===== config.mk =====
export PLATFORM = sky130hd
export DESIGN_NAME = gp_control_regs
export DESIGN_NICKNAME = d
export VERILOG_FILES = /design/src/hw/gp_ctrl_pkg.sv /design/src/hw/gp_control_regs.sv /design/src/hw/radio_wake_sequencer.sv
export SDC_FILE = /design/constraint.sdc
export NUM_CORES = 1
export LEC_CHECK = 0
export BUFFER_PORTS_ARGS = -buffer_cell sky130_fd_sc_hd__clkbuf_2
export CAP_MARGIN = 20
export CORE_MARGIN = 4
export CORE_UTILIZATION = 35
export CTS_CLUSTER_SIZE = 24
export DETAILED_ROUTE_END_ITERATION = 10
export PLACE_DENSITY = 0.69
export SETUP_SLACK_MARGIN = 0.3
export SLEW_MARGIN = 20
export SYNTH_ARGS = -nofsm -noshare
export SYNTH_HDL_FRONTEND = slang
export SYNTH_SLANG_ARGS = --single-unit

===== constraint.sdc =====
create_clock -name sys_clk -period 3.1 [get_ports sys_clk]
set_input_delay 0.62 -clock sys_clk [delete_from_list [all_inputs] [get_ports sys_clk]]
set_output_delay 0.62 -clock sys_clk [all_outputs]
set_load 0.005 [all_outputs]

===== src/hw/gp_ctrl_pkg.sv =====
// Purpose: constants and carrier types for the general-purpose control register subset
// Assumes: 16-bit register data, byte addresses as printed on the processor bus
// Notes: interrupt status and mask sit in an otherwise unused slot of the map
package gp_ctrl_pkg;

   localparam int ADDR_WIDTH = 32;
   localparam int DATA_WIDTH = 16;

   // register byte addresses
   localparam logic [31:0] GENERAL_CONTROL_OFFSET = 32'h5000_3308;
   localparam logic [31:0] CRYPTO_MEMORY_BASE_OFFSET = 32'h5000_330a;
   localparam logic [31:0] LIGHT_DRIVER_CONTROL_OFFSET = 32'h5000_330c;
   localparam logic [31:0] RADIO_FINE_COUNT_SAVE_OFFSET = 32'h5000_330e;
   localparam logic [31:0] EVENT_STATUS_OFFSET = 32'h5000_3340;
   localparam logic [31:0] EVENT_MASK_OFFSET = 32'h5000_3342;

   // general_control fields
   localparam int WAKE_REQUEST_BIT = 0;
   localparam int BRIDGE_SKIP_BIT = 1;
   localparam int WAKE_IRQ_BIT = 2;
   localparam logic [1:0] GENERAL_CONTROL_RESET = 2'h0;

   // crypto_memory_base fields
   localparam int PAGE_WIDTH = 7;
   localparam int PAGE_SHIFT = 10;
   localparam int CRYPTO_WINDOW_WIDTH = 11;
   localparam int CRYPTO_SPACE_WIDTH = 17;
   localparam logic [6:0] CRYPTO_BASE_RESET = 7'h00;

   // light_driver_control fields
   localparam int LED_FIELD_WIDTH = 10;
   localparam int TRIM_LSB = 6;
   localparam logic [9:0] LIGHT_DRIVER_RESET = 10'h000;

   // radio fine counter snapshot
   localparam int FINE_COUNT_WIDTH = 10;
   localparam logic [9:0] FINE_COUNT_RESET = 10'h000;

   // interrupt events
   localparam int EVENT_COUNT = 3;
   localparam int EV_WAKE_IRQ = 0;
   localparam int EV_SNAPSHOT_TAKEN = 1;
   localparam int EV_SNAPSHOT_RESTORED = 2;
   localparam logic [2:0] EVENT_RESET = 3'h0;

   // wake-up delay in low-power clock rising edges after the request is seen
   // fourth edge keeps the delay at 3 to 4 lp periods for any request phase
   localparam logic [2:0] WAKE_LP_EDGES = 3'h4;

   // pin function identifiers of the three pwm outputs
   localparam logic [4:0] PIN_FUNC_PWM_A = 5'h19;
   localparam logic [4:0] PIN_FUNC_PWM_B = 5'h1a;
   localparam logic [4:0] PIN_FUNC_PWM_C = 5'h1b;

   typedef struct packed {
      logic [31:0] addr;
      logic [15:0] wdata;
      logic wr;
      logic rd;
   } reg_bus_req_type;

   typedef struct packed {
      logic [3:0] trim;
      logic en_c;
      logic en_b;
      logic en_a;
      logic src_c;
      logic src_b;
      logic src_a;
   } light_ctrl_type;

   typedef struct packed {
      logic [3:0] trim;
      logic on_c;
      logic on_b;
      logic on_a;
   } led_drive_type;

endpackage


===== src/hw/gp_control_regs.sv =====
// Purpose: radio wake control, crypto memory base, led control and fine count snapshot
// Assumes: one-cycle strobes, read data one cycle after the read strobe
// Notes: event status clears on read, a same-cycle event survives the clear
`timescale 1ns/1ps

// Notes on behaviour
// - general control bit 2 reads the present level of the radio wake interrupt.
// - the bridge skip bit routes radio accesses around the bridge, for 16MHz crystal use only.
// - a wake request in deep sleep raises the wake interrupt 3 to 4 low-power cycles later.
// - the 7-bit base field places the crypto memory in 1KB pages within a 128KB range.
// - the 2KB crypto window wraps from the top to the bottom of the range at page 0x7F.
// - the four trim bits 9:6 set the led driver current trim.
// - output one is enabled by bit 3 and takes pwm_a or the breathing timer by bit 0.
// - output two is enabled by bit 4 and takes pwm_b or the breathing timer by bit 1.
// - output three is enabled by bit 5 and takes pwm_c or the breathing timer by bit 2.
// - pwm_a, pwm_b and pwm_c also reach pins through pin functions 25, 26 and 27.
// - the snapshot keeps the radio fine counter captured at sleep entry.
// - at wake-up the snapshot is loaded back into the radio fine counter.
// - while the radio sleeps software reads and replaces the snapshot.
// - while the radio is awake a snapshot write does not disturb the radio.
module gp_control_regs
   import gp_ctrl_pkg::*;
#(
   parameter int FINE_W = FINE_COUNT_WIDTH
)
(
   input wire logic sys_clk,
   input wire logic reset,
   input wire reg_bus_req_type bus_req,
   output logic [15:0] bus_rdata,
   input wire logic lp_clk,
   input wire logic radio_sleep_entry,
   input wire logic [FINE_W-1:0] radio_fine_counter,
   input wire logic pwm_a,
   input wire logic pwm_b,
   input wire logic pwm_c,
   input wire logic breath_out,
   input wire logic [10:0] crypto_local_addr,
   input wire logic [4:0] gpio_func_id,
   output logic radio_wake_request,
   output logic radio_wake_lp_irq,
   output logic radio_bus_bridge_skip,
   output logic radio_sleeping,
   output logic [FINE_W-1:0] fine_count_restore_value,
   output logic fine_count_restore_load,
   output logic [16:0] crypto_mem_addr,
   output led_drive_type led_drive,
   output logic gpio_func_out,
   output logic irq
);

   function automatic logic hit(input logic [31:0] addr, input logic [31:0] offset);
      hit = (addr == offset);
   endfunction

   // registers
   logic wake_req;
   logic bridge_skip;
   logic [6:0] crypto_base_page;
   light_ctrl_type light_ctrl;
   logic [FINE_W-1:0] snapshot;
   logic [2:0] event_status;
   logic [2:0] event_mask;

   // sequencer outputs
   logic seq_sleeping;
   logic seq_capture;
   logic seq_restore;
   logic seq_wake_irq;
   logic wake_irq_prev;

   radio_wake_sequencer u_wake_seq (
      .sys_clk(sys_clk),
      .reset(reset),
      .lp_clk(lp_clk),
      .wake_request(wake_req),
      .sleep_entry(radio_sleep_entry),
      .sleeping(seq_sleeping),
      .capture_pulse(seq_capture),
      .restore_pulse(seq_restore),
      .wake_lp_irq(seq_wake_irq)
   );

   // address decode
   wire sel_gen = hit(bus_req.addr, GENERAL_CONTROL_OFFSET);
   wire sel_base = hit(bus_req.addr, CRYPTO_MEMORY_BASE_OFFSET);
   wire sel_led = hit(bus_req.addr, LIGHT_DRIVER_CONTROL_OFFSET);
   wire sel_snap = hit(bus_req.addr, RADIO_FINE_COUNT_SAVE_OFFSET);
   wire sel_stat = hit(bus_req.addr, EVENT_STATUS_OFFSET);
   wire sel_mask = hit(bus_req.addr, EVENT_MASK_OFFSET);

   wire wr_gen = bus_req.wr & sel_gen;
   wire wr_base = bus_req.wr & sel_base;
   wire wr_led = bus_req.wr & sel_led;
   wire wr_snap = bus_req.wr & sel_snap;
   wire wr_mask = bus_req.wr & sel_mask;
   wire rd_stat = bus_req.rd & sel_stat;

   // read data, reserved bits zero, unmapped reads zero
   wire [15:0] gen_view = {13'h0000, seq_wake_irq, bridge_skip, wake_req};
   wire [15:0] base_view = {9'h000, crypto_base_page};
   wire [15:0] led_view = {6'h00, light_ctrl};
   wire [15:0] snap_view = {{(16 - FINE_W){1'b0}}, snapshot};
   wire [15:0] stat_view = {13'h0000, event_status};
   wire [15:0] mask_view = {13'h0000, event_mask};
   wire [15:0] next_rdata = !bus_req.rd ? 16'h0000 :
                            sel_gen ? gen_view :
                            sel_base ? base_view :
                            sel_led ? led_view :
                            sel_snap ? snap_view :
                            sel_stat ? stat_view :
                            sel_mask ? mask_view : 16'h0000;

   // events: set wins over read clear
   wire [2:0] events = {seq_restore, seq_capture, seq_wake_irq & ~wake_irq_prev};
   wire [2:0] next_status = (rd_stat ? 3'h0 : event_status) | events;
   wire next_irq = |(next_status & event_mask);

   // snapshot: hardware capture wins over a software write
   wire [FINE_W-1:0] next_snapshot = seq_capture ? radio_fine_counter :
                                     wr_snap ? bus_req.wdata[FINE_W-1:0] : snapshot;

   // crypto window: 17-bit sum wraps page 0x7f back to address zero
   wire [16:0] page_base = {crypto_base_page, 10'h000};
   wire [16:0] next_crypto_addr = page_base + {6'h00, crypto_local_addr};

   // led drive selection
   wire next_on_a = light_ctrl.en_a & (light_ctrl.src_a ? breath_out : pwm_a);
   wire next_on_b = light_ctrl.en_b & (light_ctrl.src_b ? breath_out : pwm_b);
   wire next_on_c = light_ctrl.en_c & (light_ctrl.src_c ? breath_out : pwm_c);

   // pin function routing, independent of the led selection
   wire next_gpio_func = (gpio_func_id == PIN_FUNC_PWM_A) ? pwm_a :
                         (gpio_func_id == PIN_FUNC_PWM_B) ? pwm_b :
                         (gpio_func_id == PIN_FUNC_PWM_C) ? pwm_c : 1'b0;

   always_ff @(posedge sys_clk) begin
      if (reset) begin
         wake_req <= GENERAL_CONTROL_RESET[WAKE_REQUEST_BIT];
         bridge_skip <= GENERAL_CONTROL_RESET[BRIDGE_SKIP_BIT];
         crypto_base_page <= CRYPTO_BASE_RESET;
         light_ctrl <= LIGHT_DRIVER_RESET;
      end else begin
         if (wr_gen) begin
            wake_req <= bus_req.wdata[WAKE_REQUEST_BIT];
            bridge_skip <= bus_req.wdata[BRIDGE_SKIP_BIT];
         end
         if (wr_base) begin
            crypto_base_page <= bus_req.wdata[PAGE_WIDTH-1:0];
         end
         if (wr_led) begin
            light_ctrl <= bus_req.wdata[LED_FIELD_WIDTH-1:0];
         end
      end
   end

   always_ff @(posedge sys_clk) begin
      if (reset) begin
         snapshot <= FINE_COUNT_RESET;
         event_status <= EVENT_RESET;
         event_mask <= EVENT_RESET;
         wake_irq_prev <= 1'b0;
      end else begin
         snapshot <= next_snapshot;
         event_status <= next_status;
         wake_irq_prev <= seq_wake_irq;
         if (wr_mask) begin
            event_mask <= bus_req.wdata[EVENT_COUNT-1:0];
         end
      end
   end

   // output flops
   always_ff @(posedge sys_clk) begin
      if (reset) begin
         bus_rdata <= 16'h0000;
         irq <= 1'b0;
      end else begin
         bus_rdata <= next_rdata;
         irq <= next_irq;
      end
   end

   always_ff @(posedge sys_clk) begin
      if (reset) begin
         radio_wake_request <= 1'b0;
         radio_wake_lp_irq <= 1'b0;
         radio_bus_bridge_skip <= 1'b0;
         radio_sleeping <= 1'b0;
         fine_count_restore_value <= FINE_COUNT_RESET;
         fine_count_restore_load <= 1'b0;
      end else begin
         radio_wake_request <= wake_req;
         radio_wake_lp_irq <= seq_wake_irq;
         radio_bus_bridge_skip <= bridge_skip;
         radio_sleeping <= seq_sleeping;
         fine_count_restore_value <= snapshot;
         fine_count_restore_load <= seq_restore;
      end
   end

   always_ff @(posedge sys_clk) begin
      if (reset) begin
         crypto_mem_addr <= 17'h00000;
         led_drive <= 7'h00;
         gpio_func_out <= 1'b0;
      end else begin
         crypto_mem_addr <= next_crypto_addr;
         led_drive <= {light_ctrl.trim, next_on_c, next_on_b, next_on_a};
         gpio_func_out <= next_gpio_func;
      end
   end
endmodule


===== src/hw/radio_wake_sequencer.sv =====
// Purpose: radio sleep and wake sequencing paced by the low-power clock
// Assumes: lp_clk is a slow level sampled synchronously to sys_clk
// Notes: the wake interrupt stays high until the wake request is dropped
`timescale 1ns/1ps
module radio_wake_sequencer
   import gp_ctrl_pkg::*;
(
   input wire logic sys_clk,
   input wire logic reset,
   input wire logic lp_clk,
   input wire logic wake_request,
   input wire logic sleep_entry,
   output logic sleeping,
   output logic capture_pulse,
   output logic restore_pulse,
   output logic wake_lp_irq
);

   typedef enum logic [1:0] {st_awake, st_asleep, st_waking} wake_state_type;

   wake_state_type state;
   logic lp_prev;
   logic [2:0] lp_edges;
   wire lp_rise = lp_clk & ~lp_prev;
   wire wake_done = (state == st_waking) && lp_rise && (lp_edges == WAKE_LP_EDGES - 3'h1);

   always_ff @(posedge sys_clk) begin
      if (reset) begin
         state <= st_awake;
         lp_prev <= 1'b0;
         lp_edges <= 3'h0;
         sleeping <= 1'b0;
         capture_pulse <= 1'b0;
         restore_pulse <= 1'b0;
         wake_lp_irq <= 1'b0;
      end else begin
         lp_prev <= lp_clk;
         capture_pulse <= 1'b0;
         restore_pulse <= 1'b0;
         unique case (state)
            st_awake: begin
               if (sleep_entry) begin
                  state <= st_asleep;
                  sleeping <= 1'b1;
                  capture_pulse <= 1'b1;
               end
            end
            st_asleep: begin
               // request is trusted to stay high one sys_clk cycle
               if (wake_request) begin
                  state <= st_waking;
                  lp_edges <= 3'h0;
               end
            end
            st_waking: begin
               if (lp_rise) begin
                  lp_edges <= lp_edges + 3'h1;
               end
               if (wake_done) begin
                  state <= st_awake;
                  sleeping <= 1'b0;
                  wake_lp_irq <= 1'b1;
                  restore_pulse <= 1'b1;
               end
            end
         endcase
         if (!wake_request && state != st_waking) begin
            wake_lp_irq <= 1'b0;
         end
      end
   end

   // lp edges counted since the sequencer entered waking
   logic [2:0] seen_edges;
   always_ff @(posedge sys_clk) begin
      if (reset || state != st_waking) begin
         seen_edges <= 3'h0;
      end else if (lp_rise && seen_edges != 3'h7) begin
         seen_edges <= seen_edges + 3'h1;
      end
   end
endmodule


==> impl_metrics.json <==
{
  "critPathLaunchType": "input pin",
  "avgSynthCellArea_sq_um": 9.80,
  "netlist_instances": 405,
  "setup_viol": 0,
  "synth_cell_types": 52,
  "multiInputGateArea_sq_um": 1890,
  "grt_pass1_vias": 3308,
  "vias_per_cell": 4.87,
  "start_util": 0.361,
  "fin_setup_tns_ns": 0,
  "fill_cells": 1081,
  "insertion_delay_ns": 0.34,
  "root_buffer": "clkbuf_16",
  "clk_path_buf_depth": 2,
  "antenna_cells": 0,
  "drc": 0,
  "clk_pin_slew_ns": 0.07,
  "p_leak_uw": 0.00217,
  "drive_above_1_share": 0.316,
  "relSlewSlack": 0.536,
  "grt_max_degree": 44,
  "clock-sinks": 96,
  "vias": 3287,
  "die_y_um": 115,
  "min_path_type": "input pin to flop",
  "crit_type": "input pin to flop",
  "layout_common_cells": "clkbuf_2 (128), dfxtp_1 (96), nor2b_1 (43), nand2_1 (31)",
  "drt-pass1-iter-count": 4,
  "gr-usage-all-layers": 0.155,
  "pin_count": 141,
  "finalInstanceArea_sq_um": 5010,
  "ff2ff_setup_slack_ns": 1.41,
  "rows": 38,
  "timing.final.hold_violations": 0,
  "fin_crit_sh": 0.683,
  "drv_cap": 0,
  "worst-path-max-fanout": 9,
  "yosysWarnings": 0,
  "wire_per_inst_um": 14.9,
  "seq_area_sq_um": 1920,
  "rr_startpoint": "u_wake_seq.state[0]",
  "cts.htree.levels": 3,
  "slew_viol_final": 0,
  "required_ns": 3.32,
  "synthFlopType": "dfxtp_1",
  "synth_area_sq_um": 3970,
  "yosys_register_bits": 96,
  "numCtsBuffers": 9,
  "nets": 621,
  "skew_ns": 0.00559,
  "ys_async_sr_fraction": 0,
  "synthTopCellsByArea": "dfxtp_1 (48%), nor2b_1 (6.8%), mux2i_1 (6.3%), nand2_1 (2.9%), nor2_1 (2.4%)",
  "synth-edff-count": 0,
  "dp_slack_ns": 0.637,
  "postCtsResizedCells": 0,
  "die_area_sq_um": 13100,
  "ctsHoldBuffers": 0,
  "min_path_cells": 2,
  "die_w_um": 115,
  "cts_tree": "done",
  "drt_iter0_markers": 173,
  "post-route-util": 0.456,
  "drt_wl_total_mm": 10.0,
  "fmax_mhz": 472,
  "grt_remaining_overflow": 0,
  "tightestPinTransition_ns": 0.691,
  "yosys.area.top_type": "dfxtp_1",
  "ant_nets": 0,
  "grt_pass1_wl_mm": 16.1,
  "reg2reg_depth": 6,
  "finalCriticalPeriod_ns": 2.12,
  "io_buffers": 128,
  "coreArea_sq_um": 11000,
  "end_kind": "flop",
  "powerDensity_nw_per_um2": 516,
  "worst_ep_arrival_time_ns": 2.33,
  "synth.top_cell.area_share": 0.484,
  "place.gp.congestion": 0.824,
  "dpl.hpwl_mm": 7.62,
  "rsz0062_at_grt": "false",
  "area_growth_pct": 26.3,
  "critPathLaunch": "bus_req[39]",
  "ys_seq_area_frac": 0.484,
  "hp-start": "gpio_func_id[2]",
  "antenna_found_initial": 1,
  "place_area_sq_um": 4720,
  "final_common_cell": "clkbuf_2",
  "peakVddDrop_v": 0.000353,
  "fin_ws_ns": 0.983,
  "post-cts-setup-buffers": 0,
  "status": "finished, final reports clean"
}
-- cell families after synthesis --
| kind of cell | Yosys count | share of synthesized area |
|---|---|---|
| compound gates | 43 | 0.0706 |
| xor+xnor | 5 | 0.0110 |
| fa+ha+maj | 7 | 0.0221 |
| buf+inv | 36 | 0.0438 |
| flops | 96 | 0.484 |
| mux | 29 | 0.0744 |
| other cells | 1 | 0.000945 |
| simple gates | 188 | 0.293 |
-- power by group --
group / internal (uW) / switching [uW]
registers: 1270 / 21.1
clock network: 568 / 522
logic: 102 / 107
-- flip-flops by register name (all words and copies together), names as in the netlist, 2 cells and up --
name,count
snapshot,10
crypto_base_page,7
fine_count_restore_value,10
event_status,3
u_wake_seq.lp_edges,3
crypto_mem_addr,17
bus_rdata,10
led_drive,7
event_mask,3
u_wake_seq.state,2
led_view,10
-- per-layer routing --
metal	wire length, um	share of wire	track usage	vias up
li1	-	-	-	1651
met5	12	0.0012	0	-
met4	110	0.011	0.0348	2
met2	4920	0.49	0.261	88
met1	4310	0.43	0.192	1532
met3	699	0.070	0.0502	14
-- per-stage QoR --
| step | hold slack, ns | total power (uW) | cells |
|---|---|---|---|
| global route | 0.434 | 2690 | 675 |
| detailed placement | 0.466 | 1530 | 659 |
| finish | 0.439 | 2590 | 675 |
| global placement | 0.460 | 1520 | 659 |
| floorplan | 0.427 | 1430 | 410 |
| CTS | 0.432 | 2610 | 675 |
-- path summary, 6_finish.rpt --
path	end
worst max-delay path	bus_rdata[2]
worst min-delay path	gpio_func_out
worst max register to register	u_wake_seq.state[0]
worst min register to register	u_wake_seq.lp_edges[1]
-- cell usage after synthesis, types with 2 or more instances --
cell / instances
nand3_1: 12
inv_1: 10
o32ai_1: 3
and4bb_2: 2
o21ai_0: 7
nor4_1: 13
o2bb2ai_1: 2
nor2_1: 25
and3_1: 11
xor2_1: 2
clkbuf_1: 13
nor3_1: 12
nor4_2: 3
mux2i_1: 25
buf_4: 6
a221oi_1: 3
nor3b_1: 11
dfxtp_1: 96
a21oi_1: 13
nand2b_1: 5
buf_1: 3
ha_1: 7
nand3b_1: 3
mux2_2: 4
nor4b_4: 3
o21ai_1: 6
nor2b_1: 43
or3_1: 5
buf_6: 2
nand2_1: 31
xnor2_1: 3
-- critical path: stages --
cell and delay (ns):
clkbuf_2 0.08, nor4_1 0.33, nand3_2 0.24, or2_1 0.43
nand2b_1 0.25, o32ai_1 0.38
-- layout make-up --
cell class                 count  share of cell area
clock buffer                   9              0.0449
clock inverter                 7              0.0142
inverter                      11             0.00824
multi-input combinational    278               0.378
sequential                    96               0.383
tap                          140              0.0349
timing repair buffer         134               0.137
(Power assumes the default switching activity.)
